==> config.mk <==
export PLATFORM = sky130hd
export DESIGN_NAME = pulse_train_output
export DESIGN_NICKNAME = d
export VERILOG_FILES = /design/src/common/pulse_train_pkg.sv /design/src/common/cfg_bus_if.sv /design/src/rtl/cfg_store.sv /design/src/rtl/pulse_train_output.sv
export VERILOG_INCLUDE_DIRS = /design/src /design/src/common
export SDC_FILE = /design/constraint.sdc
export NUM_CORES = 2
export LEC_CHECK = 0
export BUFFER_PORTS_ARGS = -buffer_cell sky130_fd_sc_hd__buf_2
export CORE_MARGIN = 2
export CORE_UTILIZATION = 35
export CTS_CLUSTER_SIZE = 40
export DETAILED_ROUTE_END_ITERATION = 12
export PLACE_DENSITY = 0.54
export SLEW_MARGIN = 20
export SYNTH_ARGS = -nofsm -noshare
export SYNTH_HDL_FRONTEND = slang
export SYNTH_SLANG_ARGS = --single-unit
==> constraint.sdc <==
create_clock -name pclk -period 16.3 [get_ports pclk]
set_clock_uncertainty 0.2 [all_clocks]
set_input_delay 0.815 -clock pclk [delete_from_list [all_inputs] [get_ports pclk]]
set_output_delay 0.815 -clock pclk [all_outputs]
set_load 0.01 [all_outputs]
==> src/common/pulse_train_defs.svh <==
// Constants of the pulse train generator: offsets, fields, ranges, defaults.
// Assumes a 10 MHz pclk; one clock is one scan.
`ifndef PULSE_TRAIN_DEFS_SVH
`define PULSE_TRAIN_DEFS_SVH

// Clock rate and output frequency limits
`define CLK_HZ       24'h98_9680
`define FREQ_MIN     16'h0001
`define FREQ_MAX     16'h2710
`define FREQ_MIN_M1  16'h0014
`define FREQ_MAX_LO  16'h1388
`define M1_STEP_MUL  24'h00_0014
`define PRESET_MIN   32'h0000_0001
`define PRESET_MAX   32'h05F5_E100

// Error codes
`define ERR_OK       3'h0
`define ERR_FREQ     3'h2
`define ERR_PRESET   3'h4

// Control word indices within a channel
`define W_FREQ       3'h0
`define W_RSVD       3'h1
`define W_PRE_HI     3'h2
`define W_PRE_LO     3'h3
`define W_CNT_HI     3'h4
`define W_CNT_LO     3'h5
`define W_ERR        3'h6
`define W_CTRL       3'h7

// Channel control word fields
`define C_MODE       0
`define C_CNT_EN     1
`define C_RUN        2
`define C_INI        3
`define S_ACTIVE     8
`define S_COMPLETE   9
`define S_OVERFLOW   10

// Global word holding the program error flag
`define ADDR_GLOBAL  12'h080
`define G_PROG_ERR   0

// Defaults reloaded by the defaults load input
`define DEF_FREQ     16'h03E8
`define DEF_PRESET   32'h0000_03E8

`endif

==> src/common/pulse_train_pkg.sv <==
// Types of the pulse train generator.
// Constants live in pulse_train_defs.svh.
package pulse_train_pkg;

	// Channel run state, Gray along idle, run, done
	typedef enum logic [1:0] {
		ST_IDLE = 2'b00,
		ST_RUN  = 2'b01,
		ST_DONE = 2'b11
	} run_state_t;

	// State of one output channel
	typedef struct packed {
		run_state_t  st;
		logic        mode;
		logic        cnt_en;
		logic        run;
		logic        defaults_load_input;
		logic        run_q;
		logic        active;
		logic        complete;
		logic        overflow;
		logic        pulse;
		logic [31:0] count;
		logic [23:0] acc;
		logic [2:0]  err;
	} ch_state_t;

	// State of the whole generator
	typedef struct packed {
		ch_state_t [3:0] ch;
		logic [31:0]     rdata;
		logic            rd_mem;
		logic            prog_err;
	} top_state_t;

	// State of the configuration store
	typedef struct packed {
		logic [3:0][15:0] freq;
		logic [3:0][31:0] preset;
		logic [15:0]      rdata;
	} store_state_t;

endpackage

==> src/common/cfg_bus_if.sv <==
// Link between the generator core and its configuration store.
// Core writes and addresses; store returns read data and live settings.
`timescale 1ns/100ps
interface cfg_bus_if;
	logic             we;
	logic [1:0]       wch;
	logic [2:0]       wword;
	logic [15:0]      wdata;
	logic [1:0]       rch;
	logic [2:0]       rword;
	logic [15:0]      rdata;
	logic [3:0]       reload;
	logic [3:0][15:0] freq;
	logic [3:0][31:0] preset;

	modport core (output we, wch, wword, wdata, rch, rword, reload, input rdata, freq, preset);
	modport store (input we, wch, wword, wdata, rch, rword, reload, output rdata, freq, preset);
endinterface

==> src/rtl/cfg_store.sv <==
// Configuration store: frequency and preset words of four channels.
// Assumes writes and reloads come from the core on pclk; read data registered.
`timescale 1ns/100ps
`include "pulse_train_defs.svh"
module cfg_store (
	input  wire logic pclk,
	input  wire logic presetn,
	cfg_bus_if.store  bus
);
	pulse_train_pkg::store_state_t r;
	pulse_train_pkg::store_state_t r_nxt;

	// Writes, default reloads and registered read
	always_comb begin
		r_nxt = r;
		if (bus.we) begin
			if (bus.wword == `W_FREQ) begin
				r_nxt.freq[bus.wch] = bus.wdata;
			end else if (bus.wword == `W_PRE_HI) begin
				r_nxt.preset[bus.wch][31:16] = bus.wdata;
			end else if (bus.wword == `W_PRE_LO) begin
				r_nxt.preset[bus.wch][15:0] = bus.wdata;
			end
		end
		for (int i = 0; i < 4; i++) begin
			if (bus.reload[i]) begin
				r_nxt.freq[i]   = `DEF_FREQ;
				r_nxt.preset[i] = `DEF_PRESET;
			end
		end
		if (bus.rword == `W_FREQ) begin
			r_nxt.rdata = r.freq[bus.rch];
		end else if (bus.rword == `W_PRE_HI) begin
			r_nxt.rdata = r.preset[bus.rch][31:16];
		end else if (bus.rword == `W_PRE_LO) begin
			r_nxt.rdata = r.preset[bus.rch][15:0];
		end else begin
			r_nxt.rdata = 16'h0000;
		end
	end

	// State register with defaults at reset
	always_ff @(posedge pclk or negedge presetn) begin
		if (!presetn) begin
			r <= '{freq: {4{`DEF_FREQ}}, preset: {4{`DEF_PRESET}}, rdata: 16'h0000};
		end else begin
			r <= r_nxt;
		end
	end

	assign bus.rdata  = r.rdata;
	assign bus.freq   = r.freq;
	assign bus.preset = r.preset;
endmodule

==> src/rtl/pulse_train_output.sv <==
// Four-channel pulse train generator with APB register access.
// Assumes an APB master on pclk (10 MHz); each clock counts as one scan.
// Overview of operation
// - Channels one, two mode 0: 1 Hz-10 kHz
// - Channels one, two mode 1: 200 Hz-100 kHz
// - Channels three, four: mode 0, 1 Hz-5 kHz
// - Output frequency within five percent
// - Counting off: pulse while run asserted
// - Counting on: exact preset count, channels one, two
// - Stop when count reaches 32-bit preset
// - Current count refreshed every scan
// - Check configuration on run rise, flag errors
// - Frequency out of range gives code 2
// - Preset out of range code 4, valid 0
// - Run rise sets active, starts pulses
// - Frequency rewrite takes effect without restart
// - Run fall stops, clears active, sets complete
// - Defaults load ignored while run asserted
// - Eight control words per channel
// - Complete set when done, cleared while pulsing
// - Overflow when pulse exceeds preset
// - Done mirrors complete, low without run
`timescale 1ns/100ps
`include "pulse_train_defs.svh"
module pulse_train_output (
	input  wire logic        pclk,
	input  wire logic        presetn,
	input  wire logic [11:0] paddr,
	input  wire logic        psel,
	input  wire logic        penable,
	input  wire logic        pwrite,
	input  wire logic [31:0] pwdata,
	output logic      [31:0] prdata,
	output logic             pready,
	output logic             pslverr,
	output logic             pulse_channel_one,
	output logic             pulse_channel_two,
	output logic             pulse_channel_three,
	output logic             pulse_channel_four,
	output logic      [3:0]  chan_done,
	output logic             program_error_flag
);
	pulse_train_pkg::top_state_t r;
	pulse_train_pkg::top_state_t r_nxt;
	cfg_bus_if                   cfg ();

	// Address decode: channel words or the global word
	function automatic logic addr_ok(input logic [11:0] a);
		if (a[1:0] != 2'b00) begin
			return 1'b0;
		end else if (a[11:7] == 5'h00) begin
			return 1'b1;
		end else if (a == `ADDR_GLOBAL) begin
			return 1'b1;
		end else begin
			return 1'b0;
		end
	endfunction

	// Configuration check for one channel
	function automatic logic [2:0] cfg_check(input logic hi_ch, input logic mode, input logic cnt_en,
		input logic [15:0] f, input logic [31:0] pre);
		logic f_bad;
		f_bad = hi_ch ? (f < `FREQ_MIN || f > `FREQ_MAX_LO)
			: (mode ? (f < `FREQ_MIN_M1 || f > `FREQ_MAX) : (f < `FREQ_MIN || f > `FREQ_MAX));
		if (f_bad) begin
			return `ERR_FREQ;
		end else if (cnt_en && (pre < `PRESET_MIN || pre > `PRESET_MAX)) begin
			return `ERR_PRESET;
		end else begin
			return `ERR_OK;
		end
	endfunction

	// Accumulator step: twice the frequency in Hz, one toggle per overflow
	function automatic logic [23:0] nco_step(input logic mode, input logic [15:0] f);
		return mode ? {8'h00, f} * `M1_STEP_MUL : {7'h00, f, 1'b0};
	endfunction

	logic        acc_wr;
	logic        setup;
	logic        is_glob;
	logic [1:0]  a_ch;
	logic [2:0]  a_word;

	// Bus phase and address fields
	assign setup   = psel && !penable;
	assign acc_wr  = psel && penable && pwrite && addr_ok(paddr);
	assign is_glob = (paddr == `ADDR_GLOBAL);
	assign a_ch    = paddr[6:5];
	assign a_word  = paddr[4:2];

	// Store side of the configuration link
	assign cfg.we     = acc_wr && !is_glob;
	assign cfg.wch    = a_ch;
	assign cfg.wword  = a_word;
	assign cfg.wdata  = pwdata[15:0];
	assign cfg.rch    = a_ch;
	assign cfg.rword  = a_word;
	always_comb begin
		for (int i = 0; i < 4; i++) begin
			cfg.reload[i] = r.ch[i].defaults_load_input && !r.ch[i].run;
		end
	end

	// Next state of channels and bus slave
	always_comb begin
		logic [23:0] sum;
		logic [2:0]  chk;
		logic        rise;
		logic        fall;
		logic        err_set;
		sum     = 24'h00_0000;
		chk     = `ERR_OK;
		rise    = 1'b0;
		fall    = 1'b0;
		err_set = 1'b0;
		r_nxt   = r;
		for (int i = 0; i < 4; i++) begin
			// Control word write
			if (acc_wr && !is_glob && a_ch == 2'(i) && a_word == `W_CTRL) begin
				r_nxt.ch[i].mode   = (i < 2) && pwdata[`C_MODE];
				r_nxt.ch[i].cnt_en = (i < 2) && pwdata[`C_CNT_EN];
				r_nxt.ch[i].run    = pwdata[`C_RUN];
				r_nxt.ch[i].defaults_load_input    = pwdata[`C_INI];
			end
			r_nxt.ch[i].run_q = r.ch[i].run;
			rise = r.ch[i].run && !r.ch[i].run_q;
			fall = !r.ch[i].run && r.ch[i].run_q;
			if (rise) begin
				chk = cfg_check(i >= 2, r.ch[i].mode, r.ch[i].cnt_en, cfg.freq[i], cfg.preset[i]);
				r_nxt.ch[i].err = chk;
				if (chk != `ERR_OK) begin
					err_set = 1'b1;
				end else begin
					r_nxt.ch[i].st       = pulse_train_pkg::ST_RUN;
					r_nxt.ch[i].active   = 1'b1;
					r_nxt.ch[i].complete = 1'b0;
					r_nxt.ch[i].overflow = 1'b0;
					r_nxt.ch[i].count    = 32'h0000_0000;
					r_nxt.ch[i].acc      = 24'h00_0000;
					r_nxt.ch[i].pulse    = 1'b0;
				end
			end else if (fall) begin
				r_nxt.ch[i].st       = pulse_train_pkg::ST_DONE;
				r_nxt.ch[i].active   = 1'b0;
				r_nxt.ch[i].complete = 1'b1;
				r_nxt.ch[i].pulse    = 1'b0;
			end else if (r.ch[i].st == pulse_train_pkg::ST_RUN) begin
				// Live frequency, so rewrites apply at once
				sum = r.ch[i].acc + nco_step(r.ch[i].mode, cfg.freq[i]);
				if (sum >= `CLK_HZ) begin
					r_nxt.ch[i].acc   = sum - `CLK_HZ;
					r_nxt.ch[i].pulse = !r.ch[i].pulse;
					if (!r.ch[i].pulse) begin
						r_nxt.ch[i].count = r.ch[i].count + 32'h0000_0001;
						if (r.ch[i].cnt_en && r.ch[i].count >= cfg.preset[i]) begin
							r_nxt.ch[i].overflow = 1'b1;
						end
					end else if (r.ch[i].cnt_en && r.ch[i].count >= cfg.preset[i]) begin
						r_nxt.ch[i].st       = pulse_train_pkg::ST_DONE;
						r_nxt.ch[i].active   = 1'b0;
						r_nxt.ch[i].complete = 1'b1;
					end
				end else begin
					r_nxt.ch[i].acc = sum;
				end
			end
		end
		// Program error flag: write one clears, a new error wins
		if (acc_wr && is_glob && pwdata[`G_PROG_ERR]) begin
			r_nxt.prog_err = 1'b0;
		end
		if (err_set) begin
			r_nxt.prog_err = 1'b1;
		end
		// Read data captured in the setup phase
		if (setup) begin
			r_nxt.rd_mem = 1'b0;
			r_nxt.rdata  = 32'h0000_0000;
			if (!addr_ok(paddr)) begin
				r_nxt.rdata = 32'h0000_0000;
			end else if (is_glob) begin
				r_nxt.rdata = {31'h0000_0000, r.prog_err};
			end else if (a_word == `W_FREQ || a_word == `W_PRE_HI || a_word == `W_PRE_LO) begin
				r_nxt.rd_mem = 1'b1;
			end else if (a_word == `W_CNT_HI) begin
				r_nxt.rdata = {16'h0000, r.ch[a_ch].count[31:16]};
			end else if (a_word == `W_CNT_LO) begin
				r_nxt.rdata = {16'h0000, r.ch[a_ch].count[15:0]};
			end else if (a_word == `W_ERR) begin
				r_nxt.rdata = {29'h0000_0000, r.ch[a_ch].err};
			end else if (a_word == `W_CTRL) begin
				r_nxt.rdata = {21'h00_0000, r.ch[a_ch].overflow, r.ch[a_ch].complete, r.ch[a_ch].active,
					4'h0, r.ch[a_ch].defaults_load_input, r.ch[a_ch].run, r.ch[a_ch].cnt_en, r.ch[a_ch].mode};
			end
		end
	end

	// State register
	always_ff @(posedge pclk or negedge presetn) begin
		if (!presetn) begin
			r <= '0;
		end else begin
			r <= r_nxt;
		end
	end

	cfg_store u_store (
		.pclk    (pclk),
		.presetn (presetn),
		.bus     (cfg.store)
	);

	// Bus answers and pin outputs
	assign pready              = 1'b1;
	assign pslverr             = psel && penable && !addr_ok(paddr);
	assign prdata              = r.rd_mem ? {16'h0000, cfg.rdata} : r.rdata;
	assign pulse_channel_one   = r.ch[0].pulse;
	assign pulse_channel_two   = r.ch[1].pulse;
	assign pulse_channel_three = r.ch[2].pulse;
	assign pulse_channel_four  = r.ch[3].pulse;
	assign program_error_flag  = r.prog_err;
	always_comb begin
		for (int i = 0; i < 4; i++) begin
			chan_done[i] = r.ch[i].complete && r.ch[i].run;
		end
	end

	// Helper: cycles since the last toggle of channel one
	logic [15:0] half_cnt;
	always_ff @(posedge pclk or negedge presetn) begin
		if (!presetn) begin
			half_cnt <= 16'h0000;
		end else if (r.ch[0].st != pulse_train_pkg::ST_RUN || r_nxt.ch[0].pulse != r.ch[0].pulse) begin
			half_cnt <= 16'h0000;
		end else begin
			half_cnt <= half_cnt + 16'h0001;
		end
	end
endmodule
# [Word-level counts from Yosys, hierarchy flattened]
# Index checks and enable logic that the tools add are counted.
[classes] n_eq_ne=30 mux=138 magnitude_cmp=22 n_addsub=12 multipliers=2 n_reduce_logical=137
[ops] operator="60-bit 2-to-1 mux" n=12
[ops] operator="32-bit 2-to-1 mux" n=17
[ops] operator="128-bit 2-to-1 mux" n=3
[ops] operator="128-bit bitwise mux" n=2
[ops] operator="56-bit 2-to-1 mux" n=4
[ops] operator="192-bit 2-to-1 mux" n=1
[ops] operator="16-bit 2-to-1 mux" n=10
[ops] operator="70-bit binary-select mux with 2-bit select" n=1
[ops] operator="32-bit by 1-bit adder with 32-bit output (second input constant)" n=4
[ops] operator="32-bit demux with 2-bit select" n=2
[ops] operator="24-bit greater-or-equal comparator (second input constant)" n=4
[ops] operator="24-bit 2-to-1 mux" n=4
[ops] operator="24-bit subtractor (second input constant)" n=4
[ops] operator="36-bit 2-to-1 mux" n=2
[ops] operator="3-bit nonzero test" n=24
[ops] operator="68-bit 2-to-1 mux" n=1
[ops] operator="33-bit 2-to-1 mux" n=2
[ops] operator="32-bit binary-select mux with 2-bit select" n=1
[ops] operator="64-bit bitwise mux" n=1
[ops] operator="32-bit greater-or-equal comparator" n=2
[ops] operator="32-bit by 27-bit greater-than comparator with 1-bit output (second input constant)" n=2
[ops] operator="16-bit by 1-bit less-than comparator with 1-bit output (second input constant)" n=4
[ops] operator="32-bit by 1-bit less-than comparator with 1-bit output (second input constant)" n=2
[ops] operator="64-bit 2-to-1 mux" n=1
[ops] operator="33 further kinds" n=231
[word_totals] reg_bits=518 in_bits=49

# [Logic depth before layout (Yosys ltp)]
[logic_depth] depth_word=16 mapped_depth=28 depth_no_buf=26

# [Cells and area by module]
# From an unflattened synthesis, not the netlist that was laid out.
[hier_totals] cells_unflattened=3884 hier_area_um2=34413.0
[by_module_without_submodules] mod="pulse_train_output" instances=1 cells_each=2842 area_each_um2=24119.4
[by_module_without_submodules] mod="cfg_store" instances=1 cells_each=1042 area_each_um2=10293.6

# [Worst setup path before layout]
# OpenSTA, ideal clock, no wires.
[synth_timing] kind="reg-to-reg" startpoint="register u_store.r, in the netlist u_store.bus.freq[2]" endpoint="register r[85] in the netlist's numbering" setup_time_ns=0.078 stages_incl_launch_ff=26 setup_slack_ns=10.396 arrival_ns=5.626 path_cell_list="dfrtp_1 > ha_1 > ha_1 > a21o_1 > a21oi_1 > o21ai_0 > a21oi_1 > nand2b_1 > a21boi_0 > o31a_1 > o41ai_1 > xnor2_1 > mux2_2 > ha_1 > nand2_1 > nor2_1 > and3_1 > a221oi_1 > xnor2_1 > nor3_1 > nor4bb_1 > o31ai_4 > a41oi_2 > clkbuf_1 > or4_1 > a21oi_1"
[synth_between] elab_chain_cells=8 elab_cells_between_ends=16
[synth_lines] item="from (decl)" line="cfg_store.sv:10" source="pulse_train_pkg::store_state_t r;"
[synth_lines] item="from (signal assigned)" line="cfg_store.sv:45" source="r <= '{freq: {4{`DEF_FREQ}}, preset: {4{`DEF_PRESET}}, rdata: 16'h0000};"
[synth_lines] item="from (signal assigned)" line="cfg_store.sv:47" source="r <= r_nxt;"
[synth_lines] item="parallel branches: the longest is 7 deep, another holds 24-bit by 21-bit adder with 24-bit output"
[synth_lines] item="5-bit AND reduction (no source line) *"
[synth_lines] item="to (signal assigned)" line="pulse_train_output.sv:205" source="r <= r_nxt;"
[synth_lines] item="to (decl)" line="pulse_train_output.sv:43" source="pulse_train_pkg::top_state_t r;"
# Every way passes the cells marked *. The select of a mux whose other input is x is not followed.
# A chain may end at the register's enable or synchronous reset.

# [Worst setup path after layout]
[layout_timing] startpoint="register u_store.r, in the netlist u_store.bus.freq[1]" endpoint="register r[74] in the netlist's numbering"
# Same word-level chain as after synthesis.

==> key figures <==
Outcome
  • Status: finished, violations left
  • Failing checks: hold timing

Synthesis
  • Post-Synth Simple-Gate Area: 19.5%
  • Synth top area share: 31.7%
  • Post-synthesis mux area share: 8.93%
  • Post-synthesis sequential area ratio: 35.4%
  • Async S/R FF share, synth: 100%
  • Predominant post-synthesis flop cell: dfrtp_1
  • Cells after synthesis: between 3,000 and 4,000
  • Synthesized area: 0.0345 sq mm
  • Synth unique cells: 102
  • Synth top area cells: dfrtp_1 (32%), ha_1 (7.7%), nand2_1 (6.7%)
  • Post-synth EDFFs: 0
  • Yosys Warn Count: 0
  • Synth Area in Compound Gates: between 10% and 20%
  • Leading area contributor after synthesis: dfrtp_1
  • Post-Syn Area per Cell: 8.87 sq um
  • Synth Area in XOR/XNOR: 4.59%
  • Synthesized flop and latch total: 486
  • Post-synthesis adder-cell area fraction: 8.03%
  • Largest family of logic cells by synthesized area: simple AND/OR/NAND/NOR gates

Clock network
  • CTS resizes: 0
  • CTS max path bufs: 3
  • Clock transition at the registers of the reported paths: roughly 0.060 ns
  • Total CTS buffers: 60
  • CTS tree: done
  • Post-CTS setup repair buffer count: 0
  • Worst skew pair latency: 0.66 ns
  • Hold-fix buffers, CTS: 0
  • Clock root buffer: clkbuf_16
  • Sink Count: 486
  • CTS H-tree depth: 2

Power and ir drop
  • Leakage: 16.5 nW
  • Pint: 0.00220 W
  • Switching fraction of total power: 28.0%
  • Power per standard cell area: approximately 80 mW/mm^2
  • Clock share of power: 45.8%
  • VDD IR max: 0.0000930 V
  • Combinational power share: 13.1%
  • Sequential power share: 41.0%
  • Net load switching power: 0.000856 W

Job
  • Maxcap violations: 0

Layout
  • Non-Filler Instances: 5,187
  • Final Util: 38.8%
  • Most common cell after layout, fill and taps aside: nand2_1
  • Fill cells: between 9,000 and 10,000
  • Most frequent cells in the layout: nand2_1 (618), dfrtp_1 (438), a21oi_1 (362)
  • Synth-to-Final Area Change: 10.1%
  • Share of layout cells above drive strength 1: 12.1%
  • Nets: 4,118

Drt
  • Final wirelength: 119,000 microns
  • ANT nets after route: 0
  • Drt wl/cell: 22.9 microns
  • DR vias: 29,900
  • Met2 wire len: 53,100 microns
  • Via-to-Cell Ratio: ~5.8
  • DR pass1 iterations: 7
  • Initial DRC count: 2,695
  • Routed met1 length: 53,600 microns
  • Highest metal used: met5
  • Residual DRC: 0
  • Metal3 WL: just over 7000 microns

Hold path
  • Worst Hold Class: in -> async

Place
  • RD Place Congestion: 0.930
  • Placed Cells: 5,076
  • DP Wirelength: 87,400 microns
  • Buffers on Ports: 58
  • Worst slack at placement: 9.38 ns

Floorplanning
  • Core ar.: 0.0981 sq mm
  • Die height: 318 microns
  • Die W: 318 microns
  • # rows: 115
  • Top Ports: approximately 90
  • Initial Util: 35.2%
  • Die area: 0.101 sq mm

GRT
  • Number of global-route vias before repair: 28,100
  • Pin count of the biggest net entering global routing: 150
  • Total GRT Usage: 23.1%
  • First-pass GRT wire length: 182,000 microns
  • Congestion Overflow GR: 0
  • Antenna violations before repair: 9

Timing
  • Hold WS: -0.00429 ns
  • Minimum clock period: roughly 7 ns
  • Final period utilization: 42.9%
  • Setup violators final: 0
  • Max_slew headroom: roughly 25%
  • FMAX: 143 MHz
  • Least-Margin Pin Slew: 1.12 ns
  • Worst setup slack after layout: 9.32 ns
  • RSZ-0062 raised after global routing: false
  • Slew Viols, Final: 0
  • Setup tns final: 0 ns
  • Final Hold Vio Count: 2

Worst setup path
  • Highest-delay cell along the critical path: or4_1
  • CP startpoint kind: flip-flop
  • WS Path Type: reg -> reg
  • Worst Path Required: 16.68 ns
  • Arrival time at the worst endpoint: 7.36 ns
  • Max incr delay on CP: between 0.5 and 0.6 ns
  • Worst Setup End Kind: flip-flop
  • Maximum net fanout on the critical path: 57
through the flow:
step | total power [W] | instance area, sq um
floorplan | 0.00156 | 34600
global placement | 0.00167 | 36000
finish | 0.00306 | 38000
global route | 0.00317 | 38000
detailed placement | 0.00167 | 36000
CTS | 0.00307 | 38000
cell usage after synthesis, types with 20 or more instances:
library cell and instances:
a21o_1 66, o211ai_1 78, clkbuf_1 162, mux2i_1 44, a211oi_1 29, a21oi_1 363, mux4_2 85, buf_4 20
buf_1 27, mux2_2 61, nand2_1 618, dfstp_2 48, or3_1 55, nand4_1 60, xnor2_1 131, nor4_1 42
dfrtp_1 438, o21a_1 25, nand3_1 97, and3_1 50, nor2b_1 34, o21ai_0 163, xor2_1 50, nor3_1 72
o31ai_1 51, o22ai_1 24, nor2_1 242, inv_1 152, ha_1 212, and2_1 34, nand2b_1 30
final timing paths:
check,to,from,cells after the start,slack (ns)
setup reg to reg,r[74],u_store.bus.freq[1],27,9.32
max in group asynchronous,r[221],presetn,3,13.60
setup / recovery,r[74],u_store.bus.freq[1],27,9.32
min in group pclk,r[242],r[242],1,0.26
hold / removal,r[267],presetn,1,-0.004
hold reg to reg,r[242],r[242],1,0.26
state kept, by name, summed over array words and instances, names as in the netlist:
name and flops:
r 273, u_store.bus.rdata 16, pulse_channel_four 1, u_store.bus.preset 128, u_store.bus.freq 64, pulse_channel_two 1, pulse_channel_one 1, pulse_channel_three 1
program_error_flag 1
cell families (layout without fill, tap and decap cells):
logic type / after synthesis / after routing
compound gates: 1008 / 1008
xor+xnor: 181 / 181
fa+ha+maj: 218 / 218
buf+inv: 378 / 367
flops: 486 / 486
mux: 193 / 193
other cells: 2 / 20
simple gates: 1427 / 1427
power by group through the flow:
| stage | Sequential (W) | Combinational, W | Clock [W] |
|---|---|---|---|
| finish | 0.00125 | 0.000401 | 0.00140 |
| global route | 0.00126 | 0.000451 | 0.00146 |
| CTS | 0.00125 | 0.000401 | 0.00142 |
| detailed placement | 0.00127 | 0.000399 | 0 |
| global placement | 0.00127 | 0.000397 | 0 |
| floorplan | 0.00127 | 0.000297 | 0 |
area by class of cell:
class	count	area [sq um]	area share, %
inverter	152	571	1.50
timing repair buffer	107	686	1.80
multi-input combinational	3044	20900	55.0
sequential	486	12200	32.1
tap	1287	1610	4.23
antenna	3	7.51	0.0197
clock inverter	17	245	0.645
clock buffer	91	1760	4.62
metal layers:
layer / global-route usage [%] / up-vias
met5: 0 / -
met4: 9.25 / 4
met3: 2.88 / 202
met2: 35.8 / 923
met1: 32.7 / 14700
li1: - / 14000
critical path, delay by kind of cell (launching register included):
family | cells | cell delay (ns)
flip-flops | 1 | 0.52
AO/OA/AOI/OAI | 13 | 2.75
multiplexers | 1 | 0.27
buffers and inverters | 2 | 0.35
adder cells (fa/ha/maj) | 4 | 1.27
XOR/XNOR | 2 | 0.47
AND/OR/NAND/NOR | 5 | 1.06
No activity file was read; power rests on OpenSTA's default activity.
